$ cat src/include/hbs_pkg.sv
package hbs_pkg;

	// ------------------------------------------------------------
	// Register map (byte addresses)
	// ------------------------------------------------------------
	localparam logic [7:0] ADDR_CTRL     = 8'h00;
	localparam logic [7:0] ADDR_RELEASE  = 8'h04;
	localparam logic [7:0] ADDR_HOLD     = 8'h08;
	localparam logic [7:0] ADDR_MIN_FREQ = 8'h0C;
	localparam logic [7:0] ADDR_STATUS   = 8'h10;

	// ------------------------------------------------------------
	// Field positions
	// ------------------------------------------------------------
	localparam int CTRL_ENABLE_BIT    = 0;
	localparam int CTRL_ROUTE_BIT     = 1;
	localparam int CTRL_INVERT_BIT    = 2;
	localparam int STATUS_BRAKE_BIT   = 12;
	localparam int STATUS_PULSE_BIT   = 0;
	localparam int STATUS_RAMP_BIT    = 1;
	localparam int STATUS_STATE_LSB   = 4;

	// ------------------------------------------------------------
	// Reset values
	// ------------------------------------------------------------
	localparam logic [31:0] RST_CTRL     = 32'h0000_0000;
	localparam logic [15:0] RST_RELEASE  = 16'h0064;
	localparam logic [15:0] RST_HOLD     = 16'h0064;
	localparam logic [15:0] RST_MIN_FREQ = 16'h0000;

	// ------------------------------------------------------------
	// Timing
	// ------------------------------------------------------------
	localparam int CLK_FREQ_HZ   = 100_000_000;
	localparam int TICK_PERIOD_US = 1000;
	localparam int TICK_CYCLES   = (CLK_FREQ_HZ / 1_000_000) * TICK_PERIOD_US;

	localparam logic [1:0] AXI_OKAY   = 2'h0;
	localparam logic [1:0] AXI_SLVERR = 2'h2;

	typedef enum logic [2:0] {
		ST_IDLE,
		ST_RELEASE,
		ST_RUN,
		ST_HOLD
	} hbs_state_e;

	typedef struct packed {
		logic run;
		logic ramp_stop;
		logic fast_stop;
		logic coast_stop;
		logic at_min_freq;
	} hbs_cmd_s;

	typedef struct packed {
		logic        pulse_enable;
		logic        ramp_enable;
		logic [15:0] freq_floor;
	} hbs_drive_s;

endpackage

$ cat src/logic/hbs_top.sv
// Notes on behaviour
// Sequencing only when sequence enable set
// Lift pulse inhibit, hold minimum frequency first
// Standstill until release delay elapses, then ramp
// Ramp or fast stop: hold at minimum, then clear
// Coast stop clears brake status immediately
// Brake status is status word bit 12
// Status to digital output or serial link
// Routing alone does not enable brake control
// Release delay covers brake opening plus relay
// Hold time covers brake closing plus relay
// Brake output polarity must not be inverted; CTRL_INVERT_BIT inverts it
// Millisecond counters loaded at phase start
//
// The address map and the AXI4-Lite interface to the registers were chosen for this implementation.
`timescale 1ns/1ps
module hbs_top #(
	parameter int TICK_CYCLES = hbs_pkg::TICK_CYCLES,
	parameter int TIME_WIDTH  = 16
) (
	input  wire logic                core_clk_i,
	input  wire logic                rst_n_i,
	// AXI4-Lite slave
	input  wire logic [7:0]          s_axi_awaddr,
	input  wire logic                s_axi_awvalid,
	output logic                     s_axi_awready,
	input  wire logic [31:0]         s_axi_wdata,
	input  wire logic [3:0]          s_axi_wstrb,
	input  wire logic                s_axi_wvalid,
	output logic                     s_axi_wready,
	output logic [1:0]               s_axi_bresp,
	output logic                     s_axi_bvalid,
	input  wire logic                s_axi_bready,
	input  wire logic [7:0]          s_axi_araddr,
	input  wire logic                s_axi_arvalid,
	output logic                     s_axi_arready,
	output logic [31:0]              s_axi_rdata,
	output logic [1:0]               s_axi_rresp,
	output logic                     s_axi_rvalid,
	input  wire logic                s_axi_rready,
	// Drive sequence side
	input  wire hbs_pkg::hbs_cmd_s   cmd_i,
	output hbs_pkg::hbs_drive_s      drive_o,
	output logic [15:0]              drive_status_word_o,
	output logic                     brake_output_o
);

	if (TIME_WIDTH < 2 || TIME_WIDTH > 16) begin : g_bad_width
		$error("TIME_WIDTH must be 2..16");
	end

	// ------------------------------------------------------------
	// Register file
	// ------------------------------------------------------------
	logic [31:0]           ctrl_q;
	logic [TIME_WIDTH-1:0] release_q;
	logic [TIME_WIDTH-1:0] hold_q;
	logic [15:0]           min_freq_q;

	logic       aw_held_q;
	logic [7:0] aw_addr_q;
	logic       w_held_q;
	logic [31:0] w_data_q;
	logic [3:0] w_strb_q;
	logic       bvalid_q;
	logic [1:0] bresp_q;
	logic       rvalid_q;
	logic [31:0] rdata_q;
	logic [1:0] rresp_q;

	function automatic logic [31:0] merge(input logic [31:0] old, input logic [31:0] nw,
		input logic [3:0] strb);
		logic [31:0] r;
		r = old;
		for (int i = 0; i < 4; i++) begin
			if (strb[i]) r[i*8 +: 8] = nw[i*8 +: 8];
		end
		return r;
	endfunction

	function automatic logic mapped(input logic [7:0] a);
		return a == hbs_pkg::ADDR_CTRL || a == hbs_pkg::ADDR_RELEASE ||
			a == hbs_pkg::ADDR_HOLD || a == hbs_pkg::ADDR_MIN_FREQ ||
			a == hbs_pkg::ADDR_STATUS;
	endfunction

	assign s_axi_awready = !aw_held_q && !bvalid_q;
	assign s_axi_wready  = !w_held_q && !bvalid_q;
	wire   aw_take       = s_axi_awvalid && s_axi_awready;
	wire   w_take        = s_axi_wvalid && s_axi_wready;
	wire   aw_have       = aw_held_q || aw_take;
	wire   w_have        = w_held_q || w_take;
	wire   wr_do         = aw_have && w_have && !bvalid_q;
	wire [7:0]  wr_addr  = aw_held_q ? aw_addr_q : s_axi_awaddr;
	wire [31:0] wr_data  = w_held_q ? w_data_q : s_axi_wdata;
	wire [3:0]  wr_strb  = w_held_q ? w_strb_q : s_axi_wstrb;
	wire   wr_ok         = mapped(wr_addr);

	assign s_axi_bvalid  = bvalid_q;
	assign s_axi_bresp   = bresp_q;
	assign s_axi_arready = !rvalid_q;
	assign s_axi_rvalid  = rvalid_q;
	assign s_axi_rdata   = rdata_q;
	assign s_axi_rresp   = rresp_q;
	wire   ar_take       = s_axi_arvalid && !rvalid_q;

	wire [31:0] ctrl_new  = merge(ctrl_q, wr_data, wr_strb);
	wire [31:0] rel_new   = merge(32'(release_q), wr_data, wr_strb);
	wire [31:0] hold_new  = merge(32'(hold_q), wr_data, wr_strb);
	wire [31:0] minf_new  = merge({16'h0000, min_freq_q}, wr_data, wr_strb);

	// Write is answered one cycle after both halves are in, in either order
	always_ff @(posedge core_clk_i) begin
		if (!rst_n_i) begin
			aw_held_q <= 1'b0;
			aw_addr_q <= 8'h00;
			w_held_q  <= 1'b0;
			w_data_q  <= 32'h0000_0000;
			w_strb_q  <= 4'h0;
			bvalid_q  <= 1'b0;
			bresp_q   <= hbs_pkg::AXI_OKAY;
		end else begin
			if (aw_take && !wr_do) begin
				aw_held_q <= 1'b1;
				aw_addr_q <= s_axi_awaddr;
			end
			if (w_take && !wr_do) begin
				w_held_q <= 1'b1;
				w_data_q <= s_axi_wdata;
				w_strb_q <= s_axi_wstrb;
			end
			if (wr_do) begin
				aw_held_q <= 1'b0;
				w_held_q  <= 1'b0;
				bvalid_q  <= 1'b1;
				bresp_q   <= wr_ok ? hbs_pkg::AXI_OKAY : hbs_pkg::AXI_SLVERR;
			end else if (bvalid_q && s_axi_bready) begin
				bvalid_q <= 1'b0;
			end
		end
	end

	always_ff @(posedge core_clk_i) begin
		if (!rst_n_i) begin
			ctrl_q     <= hbs_pkg::RST_CTRL;
			release_q  <= TIME_WIDTH'(hbs_pkg::RST_RELEASE);
			hold_q     <= TIME_WIDTH'(hbs_pkg::RST_HOLD);
			min_freq_q <= hbs_pkg::RST_MIN_FREQ;
		end else if (wr_do) begin
			unique case (wr_addr)
				hbs_pkg::ADDR_CTRL:     ctrl_q <= ctrl_new & 32'h0000_0007;
				hbs_pkg::ADDR_RELEASE:  release_q <= rel_new[TIME_WIDTH-1:0];
				hbs_pkg::ADDR_HOLD:     hold_q <= hold_new[TIME_WIDTH-1:0];
				hbs_pkg::ADDR_MIN_FREQ: min_freq_q <= minf_new[15:0];
				default: ;
			endcase
		end
	end

	// ------------------------------------------------------------
	// Brake sequence
	// ------------------------------------------------------------
	wire seq_enable = ctrl_q[hbs_pkg::CTRL_ENABLE_BIT];
	wire route_out  = ctrl_q[hbs_pkg::CTRL_ROUTE_BIT];
	wire invert_out = ctrl_q[hbs_pkg::CTRL_INVERT_BIT];

	hbs_pkg::hbs_state_e state_q;
	hbs_pkg::hbs_state_e state_d;
	logic                brake_released;
	logic                timer_load;
	logic [TIME_WIDTH-1:0] timer_value;
	logic                tick;
	logic                timer_done;

	// ------------------------------------------------------------
	// Millisecond timing
	// ------------------------------------------------------------
	// Divider runs free, so the first tick of a phase may come early
	hbs_tick #(
		.CYCLES (TICK_CYCLES)
	) i_hbs_tick (
		.core_clk_i (core_clk_i),
		.rst_n_i    (rst_n_i),
		.tick_o     (tick)
	);

	hbs_ms_timer #(
		.WIDTH (TIME_WIDTH)
	) i_hbs_ms_timer (
		.core_clk_i (core_clk_i),
		.rst_n_i    (rst_n_i),
		.load_i     (timer_load),
		.value_i    (timer_value),
		.tick_i     (tick),
		.done_o     (timer_done)
	);

	wire stop_req = cmd_i.ramp_stop || cmd_i.fast_stop || !cmd_i.run;

	always_comb begin
		state_d     = state_q;
		timer_load  = 1'b0;
		timer_value = release_q;
		unique case (state_q)
			hbs_pkg::ST_IDLE: begin
				if (seq_enable && cmd_i.run && !cmd_i.coast_stop && !stop_req) begin
					state_d     = hbs_pkg::ST_RELEASE;
					timer_load  = 1'b1;
					timer_value = release_q;
				end
			end
			hbs_pkg::ST_RELEASE: begin
				// A stop before the wait ends closes the brake; no ramp has begun
				if (timer_done) state_d = hbs_pkg::ST_RUN;
				else if (stop_req) state_d = hbs_pkg::ST_IDLE;
			end
			hbs_pkg::ST_RUN: begin
				if (stop_req && cmd_i.at_min_freq) begin
					state_d     = hbs_pkg::ST_HOLD;
					timer_load  = 1'b1;
					timer_value = hold_q;
				end
			end
			hbs_pkg::ST_HOLD: begin
				if (timer_done) state_d = hbs_pkg::ST_IDLE;
			end
			default: state_d = hbs_pkg::ST_IDLE;
		endcase
		// Coast stop and disable override every state
		if (cmd_i.coast_stop || !seq_enable) begin
			state_d    = hbs_pkg::ST_IDLE;
			timer_load = 1'b0;
		end
	end

	always_ff @(posedge core_clk_i) begin
		if (!rst_n_i) state_q <= hbs_pkg::ST_IDLE;
		else state_q <= state_d;
	end

	// ------------------------------------------------------------
	// Status and outputs
	// ------------------------------------------------------------

	// Status is registered so the relay line never glitches on decode
	logic       brake_q;
	logic [15:0] drive_word_q;
	hbs_pkg::hbs_drive_s drive_q;
	logic       out_q;

	assign brake_released = (state_d == hbs_pkg::ST_RUN ||
		state_d == hbs_pkg::ST_HOLD ||
		state_d == hbs_pkg::ST_RELEASE) && seq_enable;

	always_ff @(posedge core_clk_i) begin
		if (!rst_n_i) begin
			brake_q      <= 1'b0;
			drive_q      <= '0;
			drive_word_q <= 16'h0000;
			out_q        <= 1'b0;
		end else begin
			brake_q <= brake_released;
			drive_q.pulse_enable <= (state_d != hbs_pkg::ST_IDLE);
			drive_q.ramp_enable  <= (state_d == hbs_pkg::ST_RUN);
			drive_q.freq_floor   <= min_freq_q;
			drive_word_q <= 16'h0000;
			drive_word_q[hbs_pkg::STATUS_BRAKE_BIT] <= brake_released;
			// Route alone gives nothing unless invert is set: status already gated by enable
			out_q <= route_out && (brake_released ^ invert_out);
		end
	end

	assign drive_o             = drive_q;
	assign drive_status_word_o = drive_word_q;
	assign brake_output_o      = out_q;

	// ------------------------------------------------------------
	// Read path
	// ------------------------------------------------------------
	wire [31:0] status_rd = {16'h0000, drive_word_q} |
		(32'(drive_q.pulse_enable) << hbs_pkg::STATUS_PULSE_BIT) |
		(32'(drive_q.ramp_enable) << hbs_pkg::STATUS_RAMP_BIT) |
		(32'(state_q) << hbs_pkg::STATUS_STATE_LSB);

	always_ff @(posedge core_clk_i) begin
		if (!rst_n_i) begin
			rvalid_q <= 1'b0;
			rdata_q  <= 32'h0000_0000;
			rresp_q  <= hbs_pkg::AXI_OKAY;
		end else if (ar_take) begin
			rvalid_q <= 1'b1;
			rresp_q  <= mapped(s_axi_araddr) ? hbs_pkg::AXI_OKAY : hbs_pkg::AXI_SLVERR;
			unique case (s_axi_araddr)
				hbs_pkg::ADDR_CTRL:     rdata_q <= ctrl_q;
				hbs_pkg::ADDR_RELEASE:  rdata_q <= 32'(release_q);
				hbs_pkg::ADDR_HOLD:     rdata_q <= 32'(hold_q);
				hbs_pkg::ADDR_MIN_FREQ: rdata_q <= {16'h0000, min_freq_q};
				hbs_pkg::ADDR_STATUS:   rdata_q <= status_rd;
				default:                rdata_q <= 32'h0000_0000;
			endcase
		end else if (rvalid_q && s_axi_rready) begin
			rvalid_q <= 1'b0;
		end
	end

endmodule

$ cat src/logic/hbs_tick.sv
`timescale 1ns/1ps
module hbs_tick #(
	parameter int CYCLES = hbs_pkg::TICK_CYCLES
) (
	input  wire logic core_clk_i,
	input  wire logic rst_n_i,
	output logic      tick_o
);

	if (CYCLES < 1) begin : g_bad_cycles
		$error("CYCLES must be at least 1");
	end

	localparam int W = $clog2(CYCLES + 1);

	logic [W-1:0] cnt_q;
	logic [W-1:0] cnt_d;
	wire          wrap = (cnt_q == W'(CYCLES - 1));

	assign cnt_d  = wrap ? '0 : cnt_q + W'(1);
	assign tick_o = wrap;

	always_ff @(posedge core_clk_i) begin
		if (!rst_n_i) cnt_q <= '0;
		else cnt_q <= cnt_d;
	end

endmodule

$ cat src/logic/hbs_ms_timer.sv
`timescale 1ns/1ps
module hbs_ms_timer #(
	parameter int WIDTH = 16
) (
	input  wire logic             core_clk_i,
	input  wire logic             rst_n_i,
	input  wire logic             load_i,
	input  wire logic [WIDTH-1:0] value_i,
	input  wire logic             tick_i,
	output logic                  done_o
);

	if (WIDTH < 2) begin : g_bad_width
		$error("WIDTH must be at least 2");
	end

	logic [WIDTH-1:0] cnt_q;

	// Done when loaded value has been counted out in ms ticks
	assign done_o = (cnt_q == '0) && !load_i;

	always_ff @(posedge core_clk_i) begin
		if (!rst_n_i) cnt_q <= '0;
		else if (load_i) cnt_q <= value_i;
		else if (tick_i && cnt_q != '0) cnt_q <= cnt_q - WIDTH'(1);
	end

endmodule

$ cat config.mk
export PLATFORM = sky130hd
export DESIGN_NAME = hbs_top
export DESIGN_NICKNAME = d
export VERILOG_FILES = /design/src/include/hbs_pkg.sv /design/src/logic/hbs_top.sv /design/src/logic/hbs_tick.sv /design/src/logic/hbs_ms_timer.sv
export SDC_FILE = /design/constraint.sdc
export NUM_CORES = 1
export LEC_CHECK = 0
export BUFFER_PORTS_ARGS = -buffer_cell sky130_fd_sc_hd__buf_4
export CORE_MARGIN = 1
export CORE_UTILIZATION = 53
export DETAILED_ROUTE_END_ITERATION = 7
export HOLD_SLACK_MARGIN = 0.12
export PLACE_DENSITY = 0.86
export SYNTH_ARGS = -nofsm -noshare
export SYNTH_HDL_FRONTEND = slang
export SYNTH_SLANG_ARGS = --single-unit
$ cat constraint.sdc
create_clock -name core_clk_i -period 2.65 [get_ports core_clk_i]
set_clock_uncertainty 0.05 [all_clocks]
set_input_delay 0.53 -clock core_clk_i [delete_from_list [all_inputs] [get_ports core_clk_i]]
set_output_delay 0.53 -clock core_clk_i [all_outputs]
set_load 0.05 [all_outputs]
### Word level (Yosys, flattened, before mapping)

Cells that the tools add are included.

| cells by class | value |
|---|---|
| $add $sub $neg | 2 |
| equality and inequality tests | 15 |
| mux-type cells | 25 |
| bitwise logic cells | 5 |
| reduce and logical (&&, ||, !) cells | 62 |

Operators with widths:

| operator | number |
|---|---|
| 16-bit two-way mux | 5 |
| 16-bit one-hot mux with 5 select lines | 1 |
| 8-bit by 4-bit == test with 1-bit output, second input constant | 4 |
| 3-bit AND reduction | 7 |
| 1-bit logical AND | 19 |
| 3-bit two-way mux | 6 |
| 17-bit by 1-bit adder with 17-bit output, second input constant | 1 |
| 17-bit == test, second input constant | 1 |
| 8-bit by 3-bit == test with 1-bit output, second input constant | 2 |
| 8-bit by 5-bit == test with 1-bit output, second input constant | 2 |
| 16-bit logical NOT | 1 |
| 8-bit logical NOT | 2 |
| 16-bit by 1-bit bitwise OR with 16-bit output | 1 |
| 16-bit by 2-bit bitwise OR with 16-bit output | 1 |
| 16-bit by 7-bit bitwise OR with 16-bit output | 1 |
| 16-bit nonzero test | 1 |
| 16-bit by 1-bit subtractor with 16-bit output, second input constant | 1 |
| 1-bit logical OR | 15 |
| 3-bit by 2-bit == test with 1-bit output, second input constant | 4 |
| 3-bit one-hot mux with 4 select lines | 1 |
| 1-bit logical NOT | 10 |
| 8-bit two-way mux | 1 |
| 1-bit two-way mux | 7 |
| 3-bit by 1-bit == test with 1-bit output, second input constant | 2 |
| other kinds (8) | 13 |

| word-level totals | value |
|---|---|
| bits in registers | 188 |
| bits of input ports | 64 |
| output and inout bits | 76 |
| word-level logic and storage cells | 135 |

### Logic depth before layout (Yosys ltp)

Gate-level depths: netlist of the first run.

| logic depth | value |
|---|---|
| word-level depth | 18 |
| depth in mapped cells | 8 |
| gate-level depth less buffers | 7 |

### Modules after synthesis

A second synthesis of the first run with hierarchy kept.

| unflattened totals | value |
|---|---|
| cell total of the unflattened synthesis | 807 |
| area total of the unflattened synthesis | 7666.1 sq um |

Modules (own cells, without submodules):

| module | times used | cells an instance | area an instance (sq um) | seq. area each (sq um) |
|---|---|---|---|---|
| hbs_top | 1 | 574 | 5738.0 | 2442.3 |
| hbs_ms_timer | 1 | 146 | 1139.8 | 320.3 |
| hbs_tick | 1 | 87 | 788.3 | 340.3 |

### Least setup slack after synthesis of the first run

No wires, ideal clock.

| timing path | value |
|---|---|
| kind | input -> register |
| from | input port s_axi_araddr[3] |
| to | register rdata_q[10], in the netlist s_axi_rdata[10] |
| arrival time | 1.890 ns |
| slack | 0.595 ns |
| stages on the path | 6 |
| path buffers | 2 |
| path through | clkbuf_1 -> buf_1 -> mux2_2 -> a22oi_1 -> o21ai_1 -> and2_1 |

| between the ends | value |
|---|---|
| longest elaborated chain between the ends | 2 |

RTL lines:

| element | line | RTL |
|---|---|---|
| start, declared | hbs_top.sv:34 | `input wire logic [7:0] s_axi_araddr,` |
| 8-bit by 5-bit == test with 1-bit output, or another cell as far along | hbs_top.sv:293 | `unique case (s_axi_araddr)` |
| 16-bit one-hot mux with 5 select lines * | hbs_top.sv:293 |  |
| end signal, assigned | hbs_top.sv:294 | `hbs_pkg::ADDR_CTRL: rdata_q <= ctrl_q;` |
| end signal, assigned | hbs_top.sv:295 | `hbs_pkg::ADDR_RELEASE: rdata_q <= 32'(release_q);` |
| end signal, assigned | hbs_top.sv:296 | `hbs_pkg::ADDR_HOLD: rdata_q <= 32'(hold_q);` |
| end, declared | hbs_top.sv:68 | `logic [31:0] rdata_q;` |

Every way passes the cells marked *; elsewhere a longest branch is shown, timed or not.
A chain may end at the register's enable or synchronous reset.

### Worst setup path after layout of the first run

| timing path | value |
|---|---|
| from | register i_hbs_ms_timer.cnt_q[0] |
| to | register i_hbs_ms_timer.cnt_q[8] |

| between the ends | value |
|---|---|
| longest elaborated chain between the ends | 3 |

RTL lines:

| element | line | RTL |
|---|---|---|
| start, declared | hbs_ms_timer.sv:17 | `logic [WIDTH-1:0] cnt_q;` |
| start signal, assigned | hbs_ms_timer.sv:24 | `else if (load_i) cnt_q <= value_i;` |
| start signal, assigned | hbs_ms_timer.sv:25 | `else if (tick_i && cnt_q != '0) cnt_q <= cnt_q - WIDTH'(1);` |
| 16-bit by 1-bit subtractor with 16-bit output or 16-bit nonzero test (tied branches) | hbs_ms_timer.sv:25 |  |
| 16-bit two-way mux or 1-bit logical AND (tied branches) | hbs_ms_timer.sv:25 |  |
| 16-bit two-way mux or 2-bit nonzero test (tied branches) | -- |  |

Parallel ways exist; a longest one is shown, timed or not. The select of a mux whose other input is x is not followed.

==> results of run 1 <==
area by class of cell:
type | instances | area, µm²
Fill cell | 1027 | 4370
Multi-Input combinational cell | 593 | 3620
Sequential cell | 155 | 3100
Timing Repair Buffer | 112 | 853
Clock buffer | 22 | 474
Tap cell | 172 | 215
Clock inverter | 10 | 114
Inverter | 18 | 67.6
registers in the layout, summed over array words and instances (netlist names):
signal and count:
drive_o 18, i_hbs_tick.cnt_q 17, hold_q 16, i_hbs_ms_timer.cnt_q 16
min_freq_q 16, release_q 16, s_axi_rdata 16, w_data_q 16
aw_addr_q 8, ctrl_q 3, state_q 3, w_strb_q 2
aw_held_q 1, brake_output_o 1, drive_status_word_o 1, s_axi_bresp 1
s_axi_bvalid 1, s_axi_rresp 1, s_axi_rvalid 1, w_held_q 1
how the worst max path moves through the flow:
stage / start / end / slack [ns]
floorplan: s_axi_araddr[3] / s_axi_rdata[10] / 0.60
global placement: s_axi_araddr[3] / s_axi_rdata[6] / 0.27
detailed placement: s_axi_araddr[3] / s_axi_rdata[6] / 0.23
CTS: i_hbs_ms_timer.cnt_q[0] / i_hbs_ms_timer.cnt_q[8] / 0.39
global route: i_hbs_ms_timer.cnt_q[1] / brake_output_o / 0.21
finish: i_hbs_ms_timer.cnt_q[0] / i_hbs_ms_timer.cnt_q[8] / 0.39
power groups by stage:
stage          logic, mW  clock network, mW  registers (mW)
4_1_cts            0.514               2.42            2.40
2_1_floorplan      0.378                  0            2.47
6_report           0.516               2.40            2.40
3_3_place_gp       0.505                  0            2.45
5_1_grt            0.552               2.54            2.41
3_5_place_dp       0.510                  0            2.45
stage by stage:
stage	util, %	power, mW	hold slack, ns	cell area, µm²	cells
finish	65.9	5.32	0.291	8450	1082
global route	65.9	5.50	0.299	8450	1082
CTS	65.9	5.34	0.283	8450	1082
detailed placement	61.3	2.96	0.395	7860	1050
global placement	61.3	2.96	0.388	7860	1050
floorplan	-	2.85	0.372	7220	844
worst max-delay path, delay by kind of cell (launching register included):
kind	cells	cell delay, ns
AND/OR/NAND/NOR	4	1.24
adder cells (fa/ha/maj)	1	0.13
AO/OA/AOI/OAI	1	0.31
buffers and inverters	1	0.09
flip-flops	1	0.33
layout by cell type (no fill, tap or decap), types with 4 or more instances in the layout:
master / instances
a22oi_1: 18
nor3_1: 14
xor2_1: 13
nand2b_1: 5
a21oi_1: 30
and3_1: 7
conb_1: 34
o2bb2ai_1: 4
clkbuf_16: 17
o21ai_1: 43
nor2_1: 47
nor2b_1: 5
nor3b_1: 4
buf_4: 111
nand2_1: 130
mux2_2: 32
xnor2_1: 11
clkinv_2: 4
nand3b_1: 5
mux2i_1: 25
and2_1: 17
o211a_1: 6
a31oi_1: 4
inv_1: 17
dfxtp_1: 155
a211o_1: 6
nand4_1: 17
or3_1: 4
o21ai_0: 10
nor4_1: 4
nand3_1: 45
and4_1: 7
kinds of logic (layout without fill, tap and decap cells):
kind of cell | after synthesis | after routing | synth area share (%)
AOI/OAI and AO/OA | 138 | 138 | 12.1
and+or+nand+nor | 334 | 334 | 24.2
DFF | 155 | 155 | 43.7
buffers and inverters | 96 | 162 | 6.96
other | 1 | 34 | 0.0528
adders and majority gates | 3 | 3 | 0.529
muxes | 60 | 60 | 9.56
xor gates and xnor gates | 24 | 24 | 2.96
per-layer routing:
metal / track usage, % / share of wire [%] / up-vias
met5: 0 / 0 / -
met4: 8.01 / 1.7 / 0
met3: 6.44 / 7.3 / 22
met2: 35.6 / 45 / 205
met1: 32.8 / 46 / 2778
li1: - / - / 2950
==> summary.txt, run 1 <==
Setup path
  – Most frequent CP cell: and4_1
  – CP max stage cell: and4_1
  – Reg2reg start: i_hbs_ms_timer.cnt_q[0]
  – Worst EP required: 2.92 ns
  – Critical path class: reg -> reg
  – CP Launch Type: register
  – Crit Path Max Fanout: 9
  – Worst path arrival time: 2.53 ns
  – Register-to-Register Setup Slack: 0.39 ns
  – Crit path cell chain: inv_1 > ha_1 > nor4b_1 > and4_1 > nor3b_2 > a211o_1 > and4_1
  – FF-to-FF End: i_hbs_ms_timer.cnt_q[8]
  – CP endpoint kind: register
  – Crit-path max cell delay: 0.54 ns
  – R2R depth: 7

Floorplan
  – Starting Density: 55.3%
  – Core area: 0.0128 mm²
  – Die H: 118 µm
  – Chip Width: 118 µm
  – DIE AREA: 0.0139 mm²
  – Row Count: 41
  – Ports: 140

CTS
  – Clock H-tree levels: 4
  – Clock Sinks: 155
  – Reg clk slew, reported paths: 0.06 ns
  – CTS tree: done
  – Root Driver: clkbuf_16
  – Buffer count from post-CTS setup fixing: 0
  – Post-cts hold buffer count: 0
  – Post-CTS Resized: 0
  – Clk Latency, worst-skew pair: 0.43 ns
  – CTS buffer count: 17
  – Clk buf depth: 2

STA
  – Slew margin rel.: 29.7%
  – Final setup viols: 0
  – Max Clock Freq: 443 MHz
  – Hold Violations, Final: 0
  – Min Tclk post-route: 2.26 ns
  – Setup TNS: 0 ns
  – Tcrit/Tclk final: 85.1%
  – Slew Viols, Final: 0
  – Final WS setup: 0.394 ns
  – RSZ-0062 raised after global routing: false
  – Tightest Pin Transition: 1.05 ns

Detailed routing
  – Routed wire per std cell: 15.0 µm
  – Iter 0 DRT Violations: 334
  – Via Count: 5955
  – Routed Antenna Nets: 0
  – Post-Route WL: 16.2 mm
  – Via density: 5.50
  – 1st-pass router iterations: 5
  – Drt drc: 0

Yosys
  – Register area share after synthesis: 43.7%
  – Syn. warnings: 0
  – Mean Syn Cell Area: 8.75 µm²
  – Seq cells post-synth: 155
  – Ys flop type: dfxtp_1
  – Area contributors post-synth: dfxtp_1 (44%), nand2_1 (6.9%), mux2_2 (5.1%)
  – Synthesized area: 0.00710 mm²
  – Yosys top cell area share: 43.7%
  – Commonest cells in the netlist: dfxtp_1 (155), nand2_1 (130), nor2_1 (47), nand3_1 (45), o21ai_1 (43)
  – Most common cell in the synthesized netlist: dfxtp_1
  – Yosys cell types: 60
  – Async SR Flop Fraction: 0%
  – Instance count of the mapped netlist: 811
  – Post-synth EDFFs: 0
  – Cell taking the most area after synthesis: dfxtp_1

GRT
  – GRT Util Overall: 23.7%
  – Global route total overflow: 0
  – Number of global-route vias before repair: 5448
  – First-pass GRT wire length: 26.5 mm
  – Initial antenna violation count: 0
  – Largest net degree at the start of global routing: 45

Pwr
  – Pleak: 3.60 nW
  – Switching pwr: 1.32 mW
  – Clock power share: 45.2%
  – Internal cell power: 3.99 mW
  – Combinational power share: 9.7%
  – Peak supply drop: 0.481 mV
  – PwrDens: 629 mW/mm²
  – Sw frac: 24.9%
  – Register share of total power: 45.2%

Job
  – Maxcap violations: 0

Min path
  – Hold Startpoint: s_axi_awaddr[7]
  – Min-delay worst type: in -> reg
  – Worst Hold End: aw_addr_q[7]
  – Min-Delay Path Depth: 3

Layout
  – Synth-to-layout area growth: 19.1%
  – Diode count: 0
  – Layout cells sized above 1: 21.0%
  – Final #Nets: 964

Place
  – Pre-CTS setup slack: 0.234 ns
  – Final GP Congestion: 0.876
  – Final HPWL DP: 11.2 mm
  – Port buffer count: 88

Run status
  – Status: finished clean
No activity file was read; power rests on OpenSTA's default activity.
==> inputs of run 2 (changes only) <==
==> constraint.sdc (replaced) <==
create_clock -name core_clk_i -period 2.65 [get_ports core_clk_i]
set_clock_uncertainty 0.05 [all_clocks]
set_input_delay 0 -clock core_clk_i [delete_from_list [all_inputs] [get_ports core_clk_i]]
set_output_delay 0 -clock core_clk_i [all_outputs]
set_load 0.05 [all_outputs]
==> run 2 against run 1 <==
Effect of this change:
- worst hold slack worse by 0.14 ns
- critical path type unchanged
- largest cell class unchanged
- count of clock-buffer cells in the layout decreased by 4
- design area increased by 4.0%
- first-iteration DRC count up 28%
- critical path depth down 2
- final cell count grew 3.2%
- utilization up 2.7 points
- critical endpoint is now min_freq_q[6]
- combinational power grew 11%
- setup slack worse by 0.19 ns
- clock power is 2% lower
==> summary.txt, run 2 (synthesis results as in run 1) <==
Detailed routing
  – Post-Route WL: 17.6 mm (+8.8%)
  – Routed Antenna Nets: 0 (unchanged)
  – Via Count: 6164 (+3.5%)
  – 1st-pass router iterations: 4 (-1)
  – Iter 0 DRT Violations: 429 (+28%)
  – Drt drc: 0 (unchanged)
  – Via density: 5.52 (+0.27%)
  – Routed wire per std cell: 15.8 µm (+5.4%)

Layout
  – Final #Nets: 999 (+3.6%)
  – Synth-to-layout area growth: 23.9%
  – Multi-input logic area: 0.00362 mm² (unchanged)
  – Commonest non-fill, non-tap cells in the layout: dfxtp_1 (155), nand2_1 (130), buf_4 (105), nor2_1 (47), nand3_1 (45)
  – Fill count: 965 (-6.0%)
  – Register area: 0.00310 mm² (unchanged)
  – Most common cell after layout, fill and taps aside: dfxtp_1
  – Layout cells sized above 1: 19.7% (-1.3 points)
  – Largest register FFs: 18 (unchanged)
  – Diode count: 0 (unchanged)

STA
  – Max Clock Freq: 409 MHz (-7.6%)
  – Worst hold slack: 0.154 ns (-0.137 ns)
  – RSZ-0062 raised after global routing: false
  – Tcrit/Tclk final: 92.2% (+7.0 points)
  – Slew margin rel.: 44.3% (+15 points)
  – Setup TNS: 0 ns (unchanged)
  – Slew Viols, Final: 0 (unchanged)
  – Final setup viols: 0 (unchanged)
  – Min Tclk post-route: 2.44 ns (+0.186 ns)
  – Hold Violations, Final: 0 (unchanged)
  – Final WS setup: 0.208 ns (-0.186 ns)
  – Tightest Pin Transition: 0.835 ns (-0.218 ns)

Setup path
  – CP endpoint kind: register
  – Reg2reg start: aw_held_q
  – Worst Setup EP: min_freq_q[6]
  – Worst EP required: 2.90 ns (-0.02 ns)
  – Crit Path Max Fanout: 15 (+6)
  – R2R depth: 5 (-2)
  – Register-to-Register Setup Slack: 0.21 ns (-0.19 ns)
  – Worst path arrival time: 2.69 ns (+0.16 ns)
  – Critical path class: reg -> reg
  – Worst Setup SP: aw_held_q
  – FF-to-FF End: min_freq_q[6]
  – CP Launch Type: register

GRT
  – First-pass GRT wire length: 28.8 mm (+9.0%)
  – Global route total overflow: 0 (unchanged)
  – Largest net degree at the start of global routing: 88 (+96%)
  – Initial antenna violation count: 0 (unchanged)
  – GRT Util Overall: 26.2% (+2.5 points)
  – Number of global-route vias before repair: 5846 (+7.3%)

Floorplan
  – Die H: 118 µm (unchanged)
  – Starting Density: 55.3% (unchanged)
  – Chip Width: 118 µm (unchanged)
  – Row Count: 41 (unchanged)
  – DIE AREA: 0.0139 mm² (unchanged)
  – Ports: 140 (unchanged)
  – Core area: 0.0128 mm² (unchanged)

Place
  – Pre-CTS setup slack: 0.461 ns (+0.227 ns)
  – Port buffer count: 88 (unchanged)
  – Final GP Congestion: 0.887 (+1.3%)
  – Final HPWL DP: 11.2 mm (-0.45%)

CTS
  – Root Driver: clkbuf_16
  – Clk Latency, worst-skew pair: 0.43 ns (about the same)
  – Clk buf depth: 2 (unchanged)
  – CTS tree: done
  – CTS buffer count: 17 (unchanged)
  – Clock Sinks: 155 (unchanged)
  – Clock H-tree levels: 4 (unchanged)
  – Reg clk slew, reported paths: 0.06 ns (about the same)

Pwr
  – PwrDens: 605 mW/mm² (-3.8%)
  – Pleak: 3.72 nW (+3.5%)
  – Peak supply drop: 0.416 mV (-14%)

Min path
  – Min-delay worst type: in -> reg

Run status
  – Status: finished clean

Job
  – Maxcap violations: 0 (unchanged)
[run 2: layer usage]
layer	wire [µm]	global-route usage, %	vias up
li1	-	-	3012
met1	7970	34.1	2902
met2	8240	41.4	224
met3	1120	6.78	26
met4	320	10.7	0
met5	0	0	-
[run 2: how the worst min path moves through the flow]
stage / startpoint / to / slack, ns / cells past startpoint
finish: s_axi_araddr[2] / s_axi_rdata[9] / 0.15 / 4
global route: s_axi_araddr[2] / s_axi_rdata[9] / 0.20 / 4
CTS: s_axi_araddr[2] / s_axi_rdata[9] / 0.13 / 4
detailed placement: s_axi_awaddr[7] / aw_addr_q[7] / 0.21 / 3
global placement: s_axi_awaddr[0] / aw_addr_q[0] / 0.19 / 3
floorplan: s_axi_wdata[0] / w_data_q[0] / 0.09 / 2
[run 2: what timing repair did]
action / in CTS / in global routing
setup buffers: 0 / 0
hold endpoints to repair: 100 / 4
setup endpoints to repair: 0 / 1
hold buffers: 42 / 1
resized for setup: 0 / 0
[run 2: final cells by class]
type	instances	share of cell area, %
clock buffers	18	5.00
clock inverters	14	1.54
inverters	18	0.768
multi-input cells	593	41.2
flip-flops and latches	155	35.3
well taps	172	2.45
repair buffers	147	13.7
[run 2: per-stage QoR]
step | total power, mW | utilization (%) | instance area [µm²] | instances
final | 5.32 | 68.6 | 8790 | 1117
after global routing | 5.50 | 68.6 | 8790 | 1117
after global placement | 2.95 | 60.8 | 7800 | 1043
after CTS | 5.34 | 68.6 | 8790 | 1117
after detailed placement | 2.96 | 60.8 | 7800 | 1043
after floorplan | 2.85 | - | 7220 | 844
[run 2: report_power, final]
group	internal (mW)	switching (mW)
Combinational	0.199	0.372
Sequential	2.37	0.0349
Clock	1.33	1.02
[run 2: worst max-delay path, cell delays in order (launching register included)]
cell,delay [ns]
dfxtp_1,0.62
o22ai_1,0.25
nor4b_2,0.60
and3_1,0.28
nand2_1,0.29
mux2i_1,0.21
==> inputs of run 3 (changes only) <==
Settings changed: ABC_AREA set to 1.
==> run 3 against run 2 <==
Effect of this change:
- count of clock-buffer cells in the layout rose by 1
- combinational power rose by 57%
- die area rose by 1.0%
- via count rose by 15%
- area after synthesis rose by 1.0%
- routed wire length rose by 8.9%
- worst hold slack got worse by 0.018 ns
- critical endpoint is now s_axi_rdata[0]
==> summary.txt, run 3 <==
GRT
  – Global route total overflow: 0 (unchanged)
  – Number of global-route vias before repair: 6655 (+14%)
  – GRT Util Overall: 28.0% (+1.8 points)
  – Initial antenna violation count: 0 (unchanged)
  – Largest net degree at the start of global routing: 53 (-40%)
  – First-pass GRT wire length: 31.4 mm (+8.9%)

Layout
  – Synth-to-layout area growth: 25.1%
  – Fill count: 1057 (+9.5%)
  – Diode count: 0 (unchanged)
  – Final #Nets: 1203 (+20%)
  – Largest register FFs: 18 (unchanged)
  – Most common cell after layout, fill and taps aside: nand2_1
  – Final Util: 67.7% (-0.81 points)
  – Layout cells sized above 1: 14.0% (-5.7 points)
  – Commonest non-fill, non-tap cells in the layout: nand2_1 (160), dfxtp_1 (155), inv_1 (123), o21ai_0 (108), a21oi_1 (107)

Detailed routing
  – Iter 0 DRT Violations: 625 (+46%)
  – Routed wire per std cell: 14.5 µm (-8.2%)
  – Drt drc: 0 (unchanged)
  – Routed Antenna Nets: 0 (unchanged)
  – Via Count: 7090 (+15%)
  – Post-Route WL: 19.2 mm (+8.9%)
  – Via density: 5.35 (-3.0%)
  – 1st-pass router iterations: 5 (+1)

Yosys
  – Cell taking the most area after synthesis: dfxtp_1
  – Register area share after synthesis: 43.3% (-0.44 points)
  – Area contributors post-synth: dfxtp_1 (43%), nand2_1 (8.4%), o21ai_0 (7.5%)
  – Synthesized area: 0.00717 mm² (+1.0%)
  – Post-synth EDFFs: 0 (unchanged)
  – Seq cells post-synth: 155 (unchanged)
  – Most common cell in the synthesized netlist: nand2_1
  – Mean Syn Cell Area: 7.13 µm² (-18%)
  – Async SR Flop Fraction: 0% (unchanged)
  – Ys flop type: dfxtp_1
  – Syn. warnings: 0 (unchanged)
  – Yosys top cell area share: 43.3% (-0.44 points)
  – Instance count of the mapped netlist: 1005 (+24%)
  – Commonest cells in the netlist: nand2_1 (160), dfxtp_1 (155), inv_1 (123), o21ai_0 (108), a21oi_1 (107)
  – Yosys cell types: 43 (-28%)

Setup path
  – Critical path class: in -> reg
  – Worst Setup SP: s_axi_araddr[3]
  – CP endpoint kind: register
  – CP max stage cell: dlygate4sd3_1
  – Worst path arrival time: 2.88 ns (+0.19 ns)
  – Crit path cell chain: dlygate4sd3_1 > buf_4 > nand2_1 > dlygate4sd3_1 > nor2_2 > dlygate4sd3_1 > a21oi_1 > dlygate4sd3_1 > a21oi_1
  – Critical Path Stages: 9 (+4)
  – Crit-path leading delay family: buffers and inverters
  – FF-to-FF End: aw_addr_q[1]
  – Most frequent CP cell: dlygate4sd3_1
  – Reg2reg start: w_held_q
  – R2R depth: 9 (+4)
  – Worst Setup EP: s_axi_rdata[0]
  – CP Launch Type: input pin
  – Worst EP required: 2.96 ns (+0.06 ns)
  – Crit-path max cell delay: 0.62 ns (about the same)
  – Buffers and inverters on the worst path: 5 (+5)
  – Crit Path Max Fanout: 3 (-12)
  – Register-to-Register Setup Slack: 0.18 ns (-0.03 ns)

Floorplan
  – DIE AREA: 0.0140 mm² (+1.0%)
  – Chip Width: 118 µm (+0.50%)
  – Starting Density: 54.1% (-1.2 points)
  – Core area: 0.0132 mm² (+3.3%)
  – Ports: 140 (unchanged)
  – Die H: 118 µm (+0.50%)
  – Row Count: 42 (+2.4%)

Job
  – Maxcap violations: 0 (unchanged)

STA
  – Min Tclk post-route: 2.57 ns (+0.126 ns)
  – Final WS setup: 0.0818 ns (-0.126 ns)
  – Tightest Pin Transition: 0.767 ns (-0.0680 ns)
  – Worst hold slack: 0.136 ns (-0.0183 ns)
  – RSZ-0062 raised after global routing: false
  – Setup TNS: 0 ns (unchanged)
  – Final setup viols: 0 (unchanged)
  – Slew margin rel.: 48.7% (+4.4 points)
  – Hold Violations, Final: 0 (unchanged)
  – Slew Viols, Final: 0 (unchanged)
  – Max Clock Freq: 389 MHz (-4.9%)
  – Tcrit/Tclk final: 96.9% (+4.8 points)

Place
  – Pre-CTS setup slack: 0.402 ns (-0.0593 ns)
  – Final GP Congestion: 0.921 (+3.8%)
  – Port buffer count: 88 (unchanged)
  – Final HPWL DP: 12.2 mm (+9.2%)

CTS
  – CTS tree: done
  – Clk buf depth: 2 (unchanged)
  – Clk Latency, worst-skew pair: 0.43 ns (about the same)
  – Root Driver: clkbuf_16
  – Clock H-tree levels: 4 (unchanged)
  – CTS buffer count: 17 (unchanged)
  – Reg clk slew, reported paths: 0.07 ns (about the same)
  – Clock Sinks: 155 (unchanged)

Pwr
  – PwrDens: 641 mW/mm² (+5.8%)
  – Pleak: 3.85 nW (+3.4%)
  – Power after layout: 5.75 mW (+8.0%)
  – Peak supply drop: 0.539 mV (+30%)

Run status
  – Status: finished clean

Min path
  – Min-delay worst type: in -> reg
==> run 3: cell types whose count changed after synthesis, moves of 15 or more <==
cell | before | now
inv_1 | 17 | 123
o21ai_0 | 10 | 108
a21oi_1 | 30 | 107
nor2_1 | 47 | 96
mux2_2 | 32 | 0
nand2_1 | 130 | 160
mux2i_1 | 25 | 1
a22oi_1 | 18 | 0
and2_1 | 17 | 0
o21ai_1 | 43 | 27
nand3_1 | 45 | 30
o22ai_1 | 3 | 18
==> run 3: worst register-to-register path, stage by stage, from the launching register on <==
cell           delay, ns
dfxtp_1             0.38
buf_4               0.22
nor2_2              0.06
nand2_1             0.11
nand2_1             0.12
nor2_1              0.42
inv_2               0.19
o21ai_0             0.20
dlygate4sd3_1       0.58
a21oi_1             0.04
==> run 3: per-layer routing <==
metal / part of all wire [%] / wire length [µm] / up-vias / global-route usage [%]
met4: 3.0 / 575 / 0 / 12.7
met1: 42 / 7980 / 3242 / 32.5
li1: - / - / 3491 / -
met5: 0 / 0 / - / 0
met2: 49 / 9440 / 299 / 48.3
met3: 6.3 / 1210 / 58 / 7.14
==> run 3: where the power goes <==
part | switching [mW] | internal (mW) | total (mW)
Clock | 1.06 | 1.29 | 2.35
Combinational | 0.611 | 0.288 | 0.899
Sequential | 0.0683 | 2.43 | 2.50
==> run 3: layout make-up <==
type	count	area, µm²	share of cell area [%]
Tap cell	176	220	2.45
Clock buffer	19	453	5.05
Timing Repair Buffer	155	1300	14.5
Inverter	133	499	5.56
Multi-Input combinational cell	674	3270	36.4
Clock inverter	13	129	1.44
Sequential cell	155	3100	34.6
==> run 3: logic make-up (layout without fill, tap and decap cells) <==
| logic type | after synthesis | after routing | synth area share [%] |
|---|---|---|---|
| flops | 155 | 155 | 43.3 |
| xor+xnor | 6 | 6 | 0.733 |
| compound gates | 289 | 289 | 21.9 |
| other cells | 1 | 34 | 0.0523 |
| fa+ha+maj | 3 | 3 | 0.524 |
| mux | 1 | 1 | 0.140 |
| simple gates | 341 | 341 | 20.5 |
| buf+inv | 209 | 320 | 12.9 |
==> run 3: how the worst min path moves through the flow <==
stage	from	endpoint	slack (ns)	cells past startpoint
2_1_floorplan	s_axi_awaddr[0]	aw_addr_q[0]	0.08	2
6_report	s_axi_araddr[0]	s_axi_rdata[15]	0.14	8
5_1_grt	s_axi_araddr[0]	s_axi_rdata[15]	0.16	8
4_1_cts	s_axi_araddr[2]	s_axi_rdata[15]	0.12	8
3_5_place_dp	s_axi_awaddr[2]	aw_addr_q[2]	0.20	3
3_3_place_gp	s_axi_awaddr[2]	aw_addr_q[2]	0.18	3
==> run 3: repair_timing <==
action,in CTS,in global routing
endpoints found under the hold margin,105,0
gates resized for setup,0,1
setup buffers,0,0
setup endpoints to repair,0,1
hold buffers,54,0
==> run 3: stage by stage <==
step / cells / instance area [µm²]
detailed placement: 1239 / 7850
finish: 1325 / 8970
CTS: 1325 / 8970
global placement: 1239 / 7850
floorplan: 1038 / 7290
global route: 1325 / 8970
